### config.mk
export PLATFORM = sky130hd
export DESIGN_NAME = lhe_host_error_status
export DESIGN_NICKNAME = d
export VERILOG_FILES = /design/src/rtl/lhe_pkg.sv /design/src/rtl/lhe_overlap_detect.sv /design/src/rtl/lhe_host_error_status.sv
export SDC_FILE = /design/constraint.sdc
export NUM_CORES = 1
export LEC_CHECK = 0
export ABC_AREA = 1
export BUFFER_PORTS_ARGS = -buffer_cell sky130_fd_sc_hd__buf_2
export CORE_MARGIN = 2
export CORE_UTILIZATION = 35
export CTS_CLUSTER_DIAMETER = 30
export CTS_CLUSTER_SIZE = 12
export DETAILED_ROUTE_END_ITERATION = 7
export PLACE_DENSITY = 0.79
export SYNTH_ARGS = -nofsm -noshare
export SYNTH_HDL_FRONTEND = slang
export SYNTH_HIERARCHICAL = 1
export SYNTH_SLANG_ARGS = --single-unit
### constraint.sdc
create_clock -name clk -period 0.83 [get_ports clk]
set_input_delay 0.1245 -clock clk [delete_from_list [all_inputs] [get_ports clk]]
set_output_delay 0.1245 -clock clk [all_outputs]
set_load 0.02 [all_outputs]
### src/rtl/lhe_pkg.sv
// Constants for the host access error status block
package lhe_pkg;
    localparam int unsigned           ADDR_W          = 8;
    localparam int unsigned           DATA_W          = 32;
    localparam int unsigned           NUM_WIN         = 8;
    // Register offsets (byte addresses)
    localparam logic [7:0]            STATUS_OFS      = 8'h08;
    localparam logic [7:0]            IRQ_STAT_OFS    = 8'h20;
    localparam logic [7:0]            IRQ_MASK_OFS    = 8'h24;
    // Field positions in the status register
    localparam int unsigned           ERR_FLAG_BIT    = 0;
    localparam int unsigned           FAULT_EN_BIT    = 1;
    localparam int unsigned           OVERLAP_BIT     = 2;
    // Interrupt status and mask layout
    localparam int unsigned           IRQ_ERR_BIT     = 0;
    localparam int unsigned           IRQ_OVL_BIT     = 1;
    localparam int unsigned           IRQ_W           = 2;
    // Reset values
    localparam logic [2:0]            STATUS_RST      = 3'h0;
    localparam logic [1:0]            IRQ_STAT_RST    = 2'h0;
    localparam logic [1:0]            IRQ_MASK_RST    = 2'h0;
endpackage

### src/rtl/lhe_overlap_detect.sv
// Counts simultaneous window matches and flags two or more
`timescale 1ns/10ps
module lhe_overlap_detect (
    input  wire logic [lhe_pkg::NUM_WIN-1:0] win_match,
    output logic                             overlap
);
    logic [lhe_pkg::NUM_WIN-1:0] seen_one;
    logic [lhe_pkg::NUM_WIN-1:0] seen_two;

    // Running "at least one" and "at least two" chains
    genvar i;
    generate
        for (i = 0; i < lhe_pkg::NUM_WIN; i++) begin : g_win
            if (i == 0) begin : g_first
                assign seen_one[i] = win_match[i];
                assign seen_two[i] = 1'b0;
            end else begin : g_rest
                assign seen_one[i] = seen_one[i-1] | win_match[i];
                assign seen_two[i] = seen_two[i-1] | (seen_one[i-1] & win_match[i]);
            end
        end
    endgenerate

    assign overlap = seen_two[lhe_pkg::NUM_WIN-1];
endmodule

### src/rtl/lhe_host_error_status.sv
// Host access error status register with interrupt logic
//
// Implementation choice: the plain strobed port.
`timescale 1ns/10ps
module lhe_host_error_status (
    input  wire logic                             clk,
    input  wire logic                             arst_n,
    input  wire logic [lhe_pkg::ADDR_W-1:0]       reg_addr,
    input  wire logic [lhe_pkg::DATA_W-1:0]       reg_wdata,
    input  wire logic                             reg_wr,
    input  wire logic                             reg_rd,
    output logic      [lhe_pkg::DATA_W-1:0]       reg_rdata,
    input  wire logic                             lpc_cycle,
    input  wire logic [lhe_pkg::NUM_WIN-1:0]      win_match,
    input  wire logic                             bus_fault,
    output logic                                  host_access_error_flag,
    output logic                                  irq
);
    // ------------------------------------------------------------
    // Event detection
    // ------------------------------------------------------------
    logic                 overlap_raw;
    logic                 overlap_ev;
    logic                 fault_ev;
    logic                 err_ev;
    logic                 fault_en_q;
    logic                 overlap_q;
    logic                 err_q;
    logic [lhe_pkg::IRQ_W-1:0] irq_stat_q;
    logic [lhe_pkg::IRQ_W-1:0] irq_mask_q;
    logic [lhe_pkg::IRQ_W-1:0] irq_ev;
    logic                 wr_status;
    logic                 wr_mask;
    logic                 rd_irq_stat;

    lhe_overlap_detect u_overlap (
        .win_match (win_match),
        .overlap   (overlap_raw)
    );

    assign overlap_ev = lpc_cycle & overlap_raw;
    // Bus faults only count when reporting is enabled
    assign fault_ev   = lpc_cycle & bus_fault & fault_en_q;
    assign err_ev     = overlap_ev | fault_ev;

    assign wr_status   = reg_wr & (reg_addr == lhe_pkg::STATUS_OFS);
    assign wr_mask     = reg_wr & (reg_addr == lhe_pkg::IRQ_MASK_OFS);
    assign rd_irq_stat = reg_rd & (reg_addr == lhe_pkg::IRQ_STAT_OFS);

    // ------------------------------------------------------------
    // Status register
    // ------------------------------------------------------------
    always_ff @(posedge clk or negedge arst_n) begin
        if (!arst_n) begin
            fault_en_q <= lhe_pkg::STATUS_RST[lhe_pkg::FAULT_EN_BIT];
        end else if (wr_status) begin
            fault_en_q <= reg_wdata[lhe_pkg::FAULT_EN_BIT];
        end
    end

    // Set wins over a same-cycle write-one clear
    always_ff @(posedge clk or negedge arst_n) begin
        if (!arst_n) begin
            overlap_q <= lhe_pkg::STATUS_RST[lhe_pkg::OVERLAP_BIT];
        end else if (overlap_ev) begin
            overlap_q <= 1'b1;
        end else if (wr_status && reg_wdata[lhe_pkg::OVERLAP_BIT]) begin
            overlap_q <= 1'b0;
        end
    end

    always_ff @(posedge clk or negedge arst_n) begin
        if (!arst_n) begin
            err_q <= lhe_pkg::STATUS_RST[lhe_pkg::ERR_FLAG_BIT];
        end else if (err_ev) begin
            err_q <= 1'b1;
        end else if (wr_status && reg_wdata[lhe_pkg::ERR_FLAG_BIT]) begin
            err_q <= 1'b0;
        end
    end

    assign host_access_error_flag = err_q;

    // ------------------------------------------------------------
    // Interrupt status and mask
    // ------------------------------------------------------------
    always_comb begin
        irq_ev                      = '0;
        irq_ev[lhe_pkg::IRQ_ERR_BIT] = err_ev;
        irq_ev[lhe_pkg::IRQ_OVL_BIT] = overlap_ev;
    end

    // Read clears, but an event in the read cycle survives
    always_ff @(posedge clk or negedge arst_n) begin
        if (!arst_n) begin
            irq_stat_q <= lhe_pkg::IRQ_STAT_RST;
        end else if (rd_irq_stat) begin
            irq_stat_q <= irq_ev;
        end else begin
            irq_stat_q <= irq_stat_q | irq_ev;
        end
    end

    always_ff @(posedge clk or negedge arst_n) begin
        if (!arst_n) begin
            irq_mask_q <= lhe_pkg::IRQ_MASK_RST;
        end else if (wr_mask) begin
            irq_mask_q <= reg_wdata[lhe_pkg::IRQ_W-1:0];
        end
    end

    assign irq = |(irq_stat_q & irq_mask_q);

    // ------------------------------------------------------------
    // Read data, one cycle after the strobe
    // ------------------------------------------------------------
    always_ff @(posedge clk or negedge arst_n) begin
        if (!arst_n) begin
            reg_rdata <= '0;
        end else if (reg_rd) begin
            reg_rdata <= '0;
            case (reg_addr)
                lhe_pkg::STATUS_OFS: begin
                    reg_rdata[lhe_pkg::ERR_FLAG_BIT] <= err_q;
                    reg_rdata[lhe_pkg::FAULT_EN_BIT] <= fault_en_q;
                    reg_rdata[lhe_pkg::OVERLAP_BIT]  <= overlap_q;
                end
                lhe_pkg::IRQ_STAT_OFS: begin
                    reg_rdata[lhe_pkg::IRQ_W-1:0] <= irq_stat_q;
                end
                lhe_pkg::IRQ_MASK_OFS: begin
                    reg_rdata[lhe_pkg::IRQ_W-1:0] <= irq_mask_q;
                end
                default: begin
                    reg_rdata <= '0;
                end
            endcase
        end else begin
            reg_rdata <= '0;
        end
    end

    // ------------------------------------------------------------
    // Checks
    // ------------------------------------------------------------
    overlap_sets_a: assert property (@(posedge clk) disable iff (!arst_n)
        (lpc_cycle && overlap_raw) |=> overlap_q && err_q)
        else $error("overlap did not set flags");

    overlap_holds_a: assert property (@(posedge clk) disable iff (!arst_n)
        (overlap_q && !(wr_status && reg_wdata[lhe_pkg::OVERLAP_BIT])) |=> overlap_q)
        else $error("overlap flag dropped without clear");

    fault_masked_a: assert property (@(posedge clk) disable iff (!arst_n)
        (!err_q && !fault_en_q && !(lpc_cycle && overlap_raw)) |=> !err_q)
        else $error("error flag set while faults disabled");

    fault_sets_a: assert property (@(posedge clk) disable iff (!arst_n)
        (lpc_cycle && bus_fault && fault_en_q) |=> err_q)
        else $error("enabled bus fault did not set error flag");

    err_cause_a: assert property (@(posedge clk) disable iff (!arst_n)
        $rose(err_q) |-> $past(lpc_cycle) && ($past(overlap_raw) || $past(bus_fault)))
        else $error("error flag rose without cause");

    err_clear_a: assert property (@(posedge clk) disable iff (!arst_n)
        (wr_status && reg_wdata[lhe_pkg::ERR_FLAG_BIT] && !err_ev) |=> !err_q)
        else $error("write one did not clear error flag");

    zero_write_a: assert property (@(posedge clk) disable iff (!arst_n)
        (wr_status && !reg_wdata[lhe_pkg::ERR_FLAG_BIT] && err_q) |=> err_q)
        else $error("write zero cleared error flag");

    irq_source_a: assert property (@(posedge clk) disable iff (!arst_n)
        (err_ev && irq_mask_q[lhe_pkg::IRQ_ERR_BIT] && !wr_mask) |=> irq)
        else $error("unmasked error did not raise interrupt");

    fault_en_wr_a: assert property (@(posedge clk) disable iff (!arst_n)
        wr_status |=> fault_en_q == $past(reg_wdata[lhe_pkg::FAULT_EN_BIT]))
        else $error("fault enable write not taken");

    fault_en_hold_a: assert property (@(posedge clk) disable iff (!arst_n)
        !wr_status |=> $stable(fault_en_q))
        else $error("fault enable changed without write");

    fault_disabled_a: assert property (@(posedge clk) disable iff (!arst_n)
        (lpc_cycle && bus_fault && !fault_en_q && $onehot0(win_match) && !err_q)
        |=> !err_q)
        else $error("disabled bus fault set error flag");

    ovl_clear_a: assert property (@(posedge clk) disable iff (!arst_n)
        (wr_status && reg_wdata[lhe_pkg::OVERLAP_BIT] && !overlap_ev) |=> !overlap_q)
        else $error("write one did not clear overlap flag");

    ovl_zero_write_a: assert property (@(posedge clk) disable iff (!arst_n)
        (wr_status && !reg_wdata[lhe_pkg::OVERLAP_BIT] && overlap_q) |=> overlap_q)
        else $error("write zero cleared overlap flag");

    ovl_cause_a: assert property (@(posedge clk) disable iff (!arst_n)
        $rose(overlap_q) |-> $past(lpc_cycle) && !$onehot0($past(win_match)))
        else $error("overlap flag rose without cause");

    err_holds_a: assert property (@(posedge clk) disable iff (!arst_n)
        (err_q && !(wr_status && reg_wdata[lhe_pkg::ERR_FLAG_BIT])) |=> err_q)
        else $error("error flag dropped without clear");

    set_beats_clear_a: assert property (@(posedge clk) disable iff (!arst_n)
        (err_ev && wr_status) |=> err_q)
        else $error("clear won over error event");

    ovl_beats_clear_a: assert property (@(posedge clk) disable iff (!arst_n)
        (overlap_ev && wr_status) |=> overlap_q)
        else $error("clear won over overlap event");

    idle_no_set_a: assert property (@(posedge clk) disable iff (!arst_n)
        (!lpc_cycle && !err_q) |=> !err_q)
        else $error("error flag set outside a cycle");

    single_match_a: assert property (@(posedge clk) disable iff (!arst_n)
        (lpc_cycle && $onehot0(win_match) && !overlap_q) |=> !overlap_q)
        else $error("single match set overlap flag");

    multi_match_a: assert property (@(posedge clk) disable iff (!arst_n)
        (lpc_cycle && !$onehot0(win_match)) |=> overlap_q && err_q)
        else $error("multiple matches did not set flags");

    irq_err_event_a: assert property (@(posedge clk) disable iff (!arst_n)
        err_ev |=> irq_stat_q[lhe_pkg::IRQ_ERR_BIT])
        else $error("error event not latched for interrupt");

    irq_ovl_event_a: assert property (@(posedge clk) disable iff (!arst_n)
        overlap_ev |=> irq_stat_q[lhe_pkg::IRQ_OVL_BIT])
        else $error("overlap event not latched for interrupt");

    irq_stat_sticky_a: assert property (@(posedge clk) disable iff (!arst_n)
        (irq_stat_q[lhe_pkg::IRQ_ERR_BIT] && !rd_irq_stat)
        |=> irq_stat_q[lhe_pkg::IRQ_ERR_BIT])
        else $error("error interrupt status dropped");

    irq_ovl_sticky_a: assert property (@(posedge clk) disable iff (!arst_n)
        (irq_stat_q[lhe_pkg::IRQ_OVL_BIT] && !rd_irq_stat)
        |=> irq_stat_q[lhe_pkg::IRQ_OVL_BIT])
        else $error("overlap interrupt status dropped");

    irq_read_clear_a: assert property (@(posedge clk) disable iff (!arst_n)
        (rd_irq_stat && !err_ev) |=> !irq_stat_q[lhe_pkg::IRQ_ERR_BIT])
        else $error("read did not clear error status");

    irq_ovl_clear_a: assert property (@(posedge clk) disable iff (!arst_n)
        (rd_irq_stat && !overlap_ev) |=> !irq_stat_q[lhe_pkg::IRQ_OVL_BIT])
        else $error("read did not clear overlap status");

    irq_masked_a: assert property (@(posedge clk) disable iff (!arst_n)
        (irq_mask_q == '0) |-> !irq)
        else $error("interrupt raised while fully masked");

    mask_write_a: assert property (@(posedge clk) disable iff (!arst_n)
        wr_mask |=> irq_mask_q == $past(reg_wdata[lhe_pkg::IRQ_W-1:0]))
        else $error("mask write not taken");

    mask_hold_a: assert property (@(posedge clk) disable iff (!arst_n)
        !wr_mask |=> $stable(irq_mask_q))
        else $error("mask changed without write");

    rd_status_a: assert property (@(posedge clk) disable iff (!arst_n)
        (reg_rd && reg_addr == lhe_pkg::STATUS_OFS)
        |=> reg_rdata[lhe_pkg::OVERLAP_BIT:0] == $past({overlap_q, fault_en_q, err_q}))
        else $error("status read data wrong");

    rd_upper_zero_a: assert property (@(posedge clk) disable iff (!arst_n)
        (reg_rd && reg_addr == lhe_pkg::STATUS_OFS)
        |=> reg_rdata[lhe_pkg::DATA_W-1:lhe_pkg::OVERLAP_BIT+1] == '0)
        else $error("status upper bits not zero");

    rd_irq_stat_a: assert property (@(posedge clk) disable iff (!arst_n)
        rd_irq_stat |=> reg_rdata[lhe_pkg::IRQ_W-1:0] == $past(irq_stat_q))
        else $error("interrupt status read data wrong");
endmodule

==> results.py <==
metrics = {
    "setup_path": {
        "endpoint_kind": "output pin",
        "slowest_delay_ps": 390,
        "path_cells": "a22o_1, buf_6",
        "critical_path_buf_inv_count": 1,
        "reg2reg_to": "reg_rdata[1]",
        "crit_slowest_cell": "dfrtp_1",
        "cp_max_fo": 2,
        "crit_type": "reg2out",
        "rrSetupSlack_ps": -120,
        "reg2regPathDepth": 6,
        "crit_required_ps": 710,
        "start_kind": "flop",
        "crit-reg2reg-launch": "irq_mask_q[1]",
        "critPathArrivalTime_ps": 1040,
        "cp_top_family": "flip-flops",
    },
    "clocking": {
        "cts_buffers": 3,
        "h-tree-depth": 1,
        "cts_buffer_depth": 2,
        "clk_pin_slew_ps": 60,
        "clock_latency_ps": 260,
        "cts_sinks": 10,
        "root_buffer": "clkbuf_4",
        "cts_tree": "built",
    },
    "yosys": {
        "yosysSeqAreaShare_pct": 28.4,
        "ys_seq_elements": 10,
        "ys_types": 16,
        "syn_inst": 127,
        "yosys_warnings": 6,
        "synth_area_um2": 882,
        "synth_area_per_cell_um2": 6.95,
    },
    "route": {
        "vias": 792,
        "totalWireLength_um": 1760,
        "dr.pass1.iters": 4,
        "vias_per_cell": 3.98,
        "ant_nets": 0,
        "drtIter0Drc": 11,
        "routedWlPerCell_um": 8.85,
        "drc_errors": 0,
    },
    "global_route": {
        "grt_pass1_wl_um": 2510,
        "track_usage_pct": 12.2,
        "antenna_found_initial": 0,
        "grt_util_met3_pct": 2.78,
        "grt_max_degree": 11,
        "busiest_layer": "met2",
        "grt.met2_usage_pct": 22.1,
        "overflow": 0,
        "grt_pass1_vias": 649,
        "grt_use_met1_pct": 12.1,
    },
    "die": {
        "die_w_um": 54.2,
        "die_h_um": 54.2,
        "start_util_pct": 36.3,
        "rows": 18,
        "die-area_um2": 2940,
        "io_pins": 88,
        "core_area_um2": 2430,
    },
    "sta": {
        "max_freq_ghz": 0.859,
        "rsz0062_at_grt": "yes",
        "final.period_utilization_pct": 140,
        "finClkSkew_ps": 0.509,
        "fin_crit_ps": 1160,
        "fin_ws_ps": -334,
        "finalMaxSlewViolations": 0,
        "finalHoldViolCount": 0,
        "hold_ws_ps": 90.8,
        "setup_tns_ps": -874,
        "setup_viol": 10,
    },
    "layout": {
        "final_area_um2": 1170,
        "n_antenna_cell": 0,
        "n_fill_cell": 238,
        "finalNonFillerCells": 199,
        "seq_area_um2": 250,
        "multiInputGateArea_um2": 504,
        "nets": 224,
        "fin_util_pct": 48.3,
        "area_growth_pct": 33.1,
        "drive_gt1_share_pct": 39.6,
    },
    "flow_run": {
        "maxCapViolations": 0,
    },
    "placed_design": {
        "numPortBuffers": 29,
        "gp_congestion": 0.775,
        "placed_area_um2": 987,
        "place_ws_ps": -331,
        "hpwl_um": 1330,
        "dp.cells": 189,
    },
    "min_path": {
        "min_path_cells": 3,
        "hold_class": "in2reg",
        "min_from": "reg_rd",
        "hold_end": "reg_rdata[1]",
    },
    "status": {
        "failed_checks": "negative setup slack",
        "status": "complete, but fails checks",
    },
    "power": {
        "ir_drop_uv": 512,
        "leakage_nw": 0.697,
        "power_mw": 1.28,
        "cellPowerDensity_nw_per_um2": 1090,
    },
}
final cells by class:
type	instances	area share, %
Clock buffer	4	3.09
Sequential cell	10	21.3
Multi-Input combinational cell	99	43.0
Tap cell	30	3.20
Inverter	17	5.44
Timing Repair Buffer	39	24.0
per-layer routing:
layer,share of wire [%],wire [um],up-vias
met2,53,934,39
met3,9.1,160,2
li1,-,-,410
met5,0,0,-
met4,1.2,21,0
met1,37,645,341
where the power goes:
group	internal (mW)	leakage, nW	switching (mW)
registers	0.495	0.118	0.00739
logic	0.109	0.558	0.237
clock network	0.266	0.0210	0.161
total	0.870	0.697	0.406
tightest hold or removal path, delay by kind of cell:
| kind | cells | cell delay [ps] |
|---|---|---|
| and+or+nand+nor | 1 | 50 |
| buffers and inverters | 2 | 150 |
timing repair:
action | 4_1_cts | 5_1_grt
endpoints found under the hold margin | 10 | 0
setup buffers | 4 | 4
gates resized for setup | 16 | 12
setup endpoints to repair | 8 | 11
hold buffers | 1 | 0
pin swaps | 4 | 5
synthesized netlist by cell type, drive strengths merged:
library cell	number	area share [%]
a22o	1	0.99
a31oi	1	0.71
and2	1	0.99
buf	29	25
conb	1	0.43
dfrtp	10	28
inv	17	7.2
nand2	40	19
nand3	12	7.4
nor2	14	9.9
o21ai	1	0.57
state kept, by name, summed over array words and instances (netlist names):
register	cells
overlap_q	1
irq_stat_q	2
reg_rdata	3
fault_en_q	1
host_access_error_flag	1
irq_mask_q	2
cell families after synthesis:
| kind of cell | synth area share [%] |
|---|---|
| AO/OA/AOI/OAI | 2.27 |
| buffers and inverters | 31.9 |
| flip-flops | 28.4 |
| other | 0.425 |
| AND/OR/NAND/NOR | 37.0 |
placed cells by master (no fill, tap or decap):
| master | synthesis | routed |
|---|---|---|
| nor2_4 | 4 | 5 |
| clkbuf_8 | 0 | 1 |
| inv_1 | 15 | 15 |
| nand2_4 | 0 | 1 |
| inv_2 | 2 | 2 |
| a22o_1 | 1 | 1 |
| dlygate4sd3_1 | 0 | 1 |
| nand2_1 | 34 | 32 |
| nor2_2 | 2 | 2 |
| buf_4 | 29 | 5 |
| conb_1 | 1 | 29 |
| a31oi_2 | 0 | 1 |
| dfrtp_1 | 10 | 10 |
| nand3_2 | 1 | 6 |
| clkbuf_4 | 0 | 3 |
| nand2_2 | 6 | 7 |
| nor2_1 | 8 | 7 |
| o21ai_0 | 1 | 1 |
| and2_4 | 1 | 1 |
| buf_6 | 0 | 11 |
| nand3_1 | 11 | 6 |
| buf_2 | 0 | 22 |
worst max path at each step:
stage / start / depth (start not counted) / to / slack [ps]
finish: irq_mask_q[1] / 2 / irq / -330
global route: irq_mask_q[1] / 2 / irq / -360
CTS: irq_stat_q[1] / 2 / irq / -330
detailed placement: win_match[1] / 11 / host_access_error_flag / -330
global placement: win_match[1] / 11 / irq_stat_q[0] / -300
floorplan: win_match[1] / 10 / host_access_error_flag / -140
(Power assumes the default switching activity.)
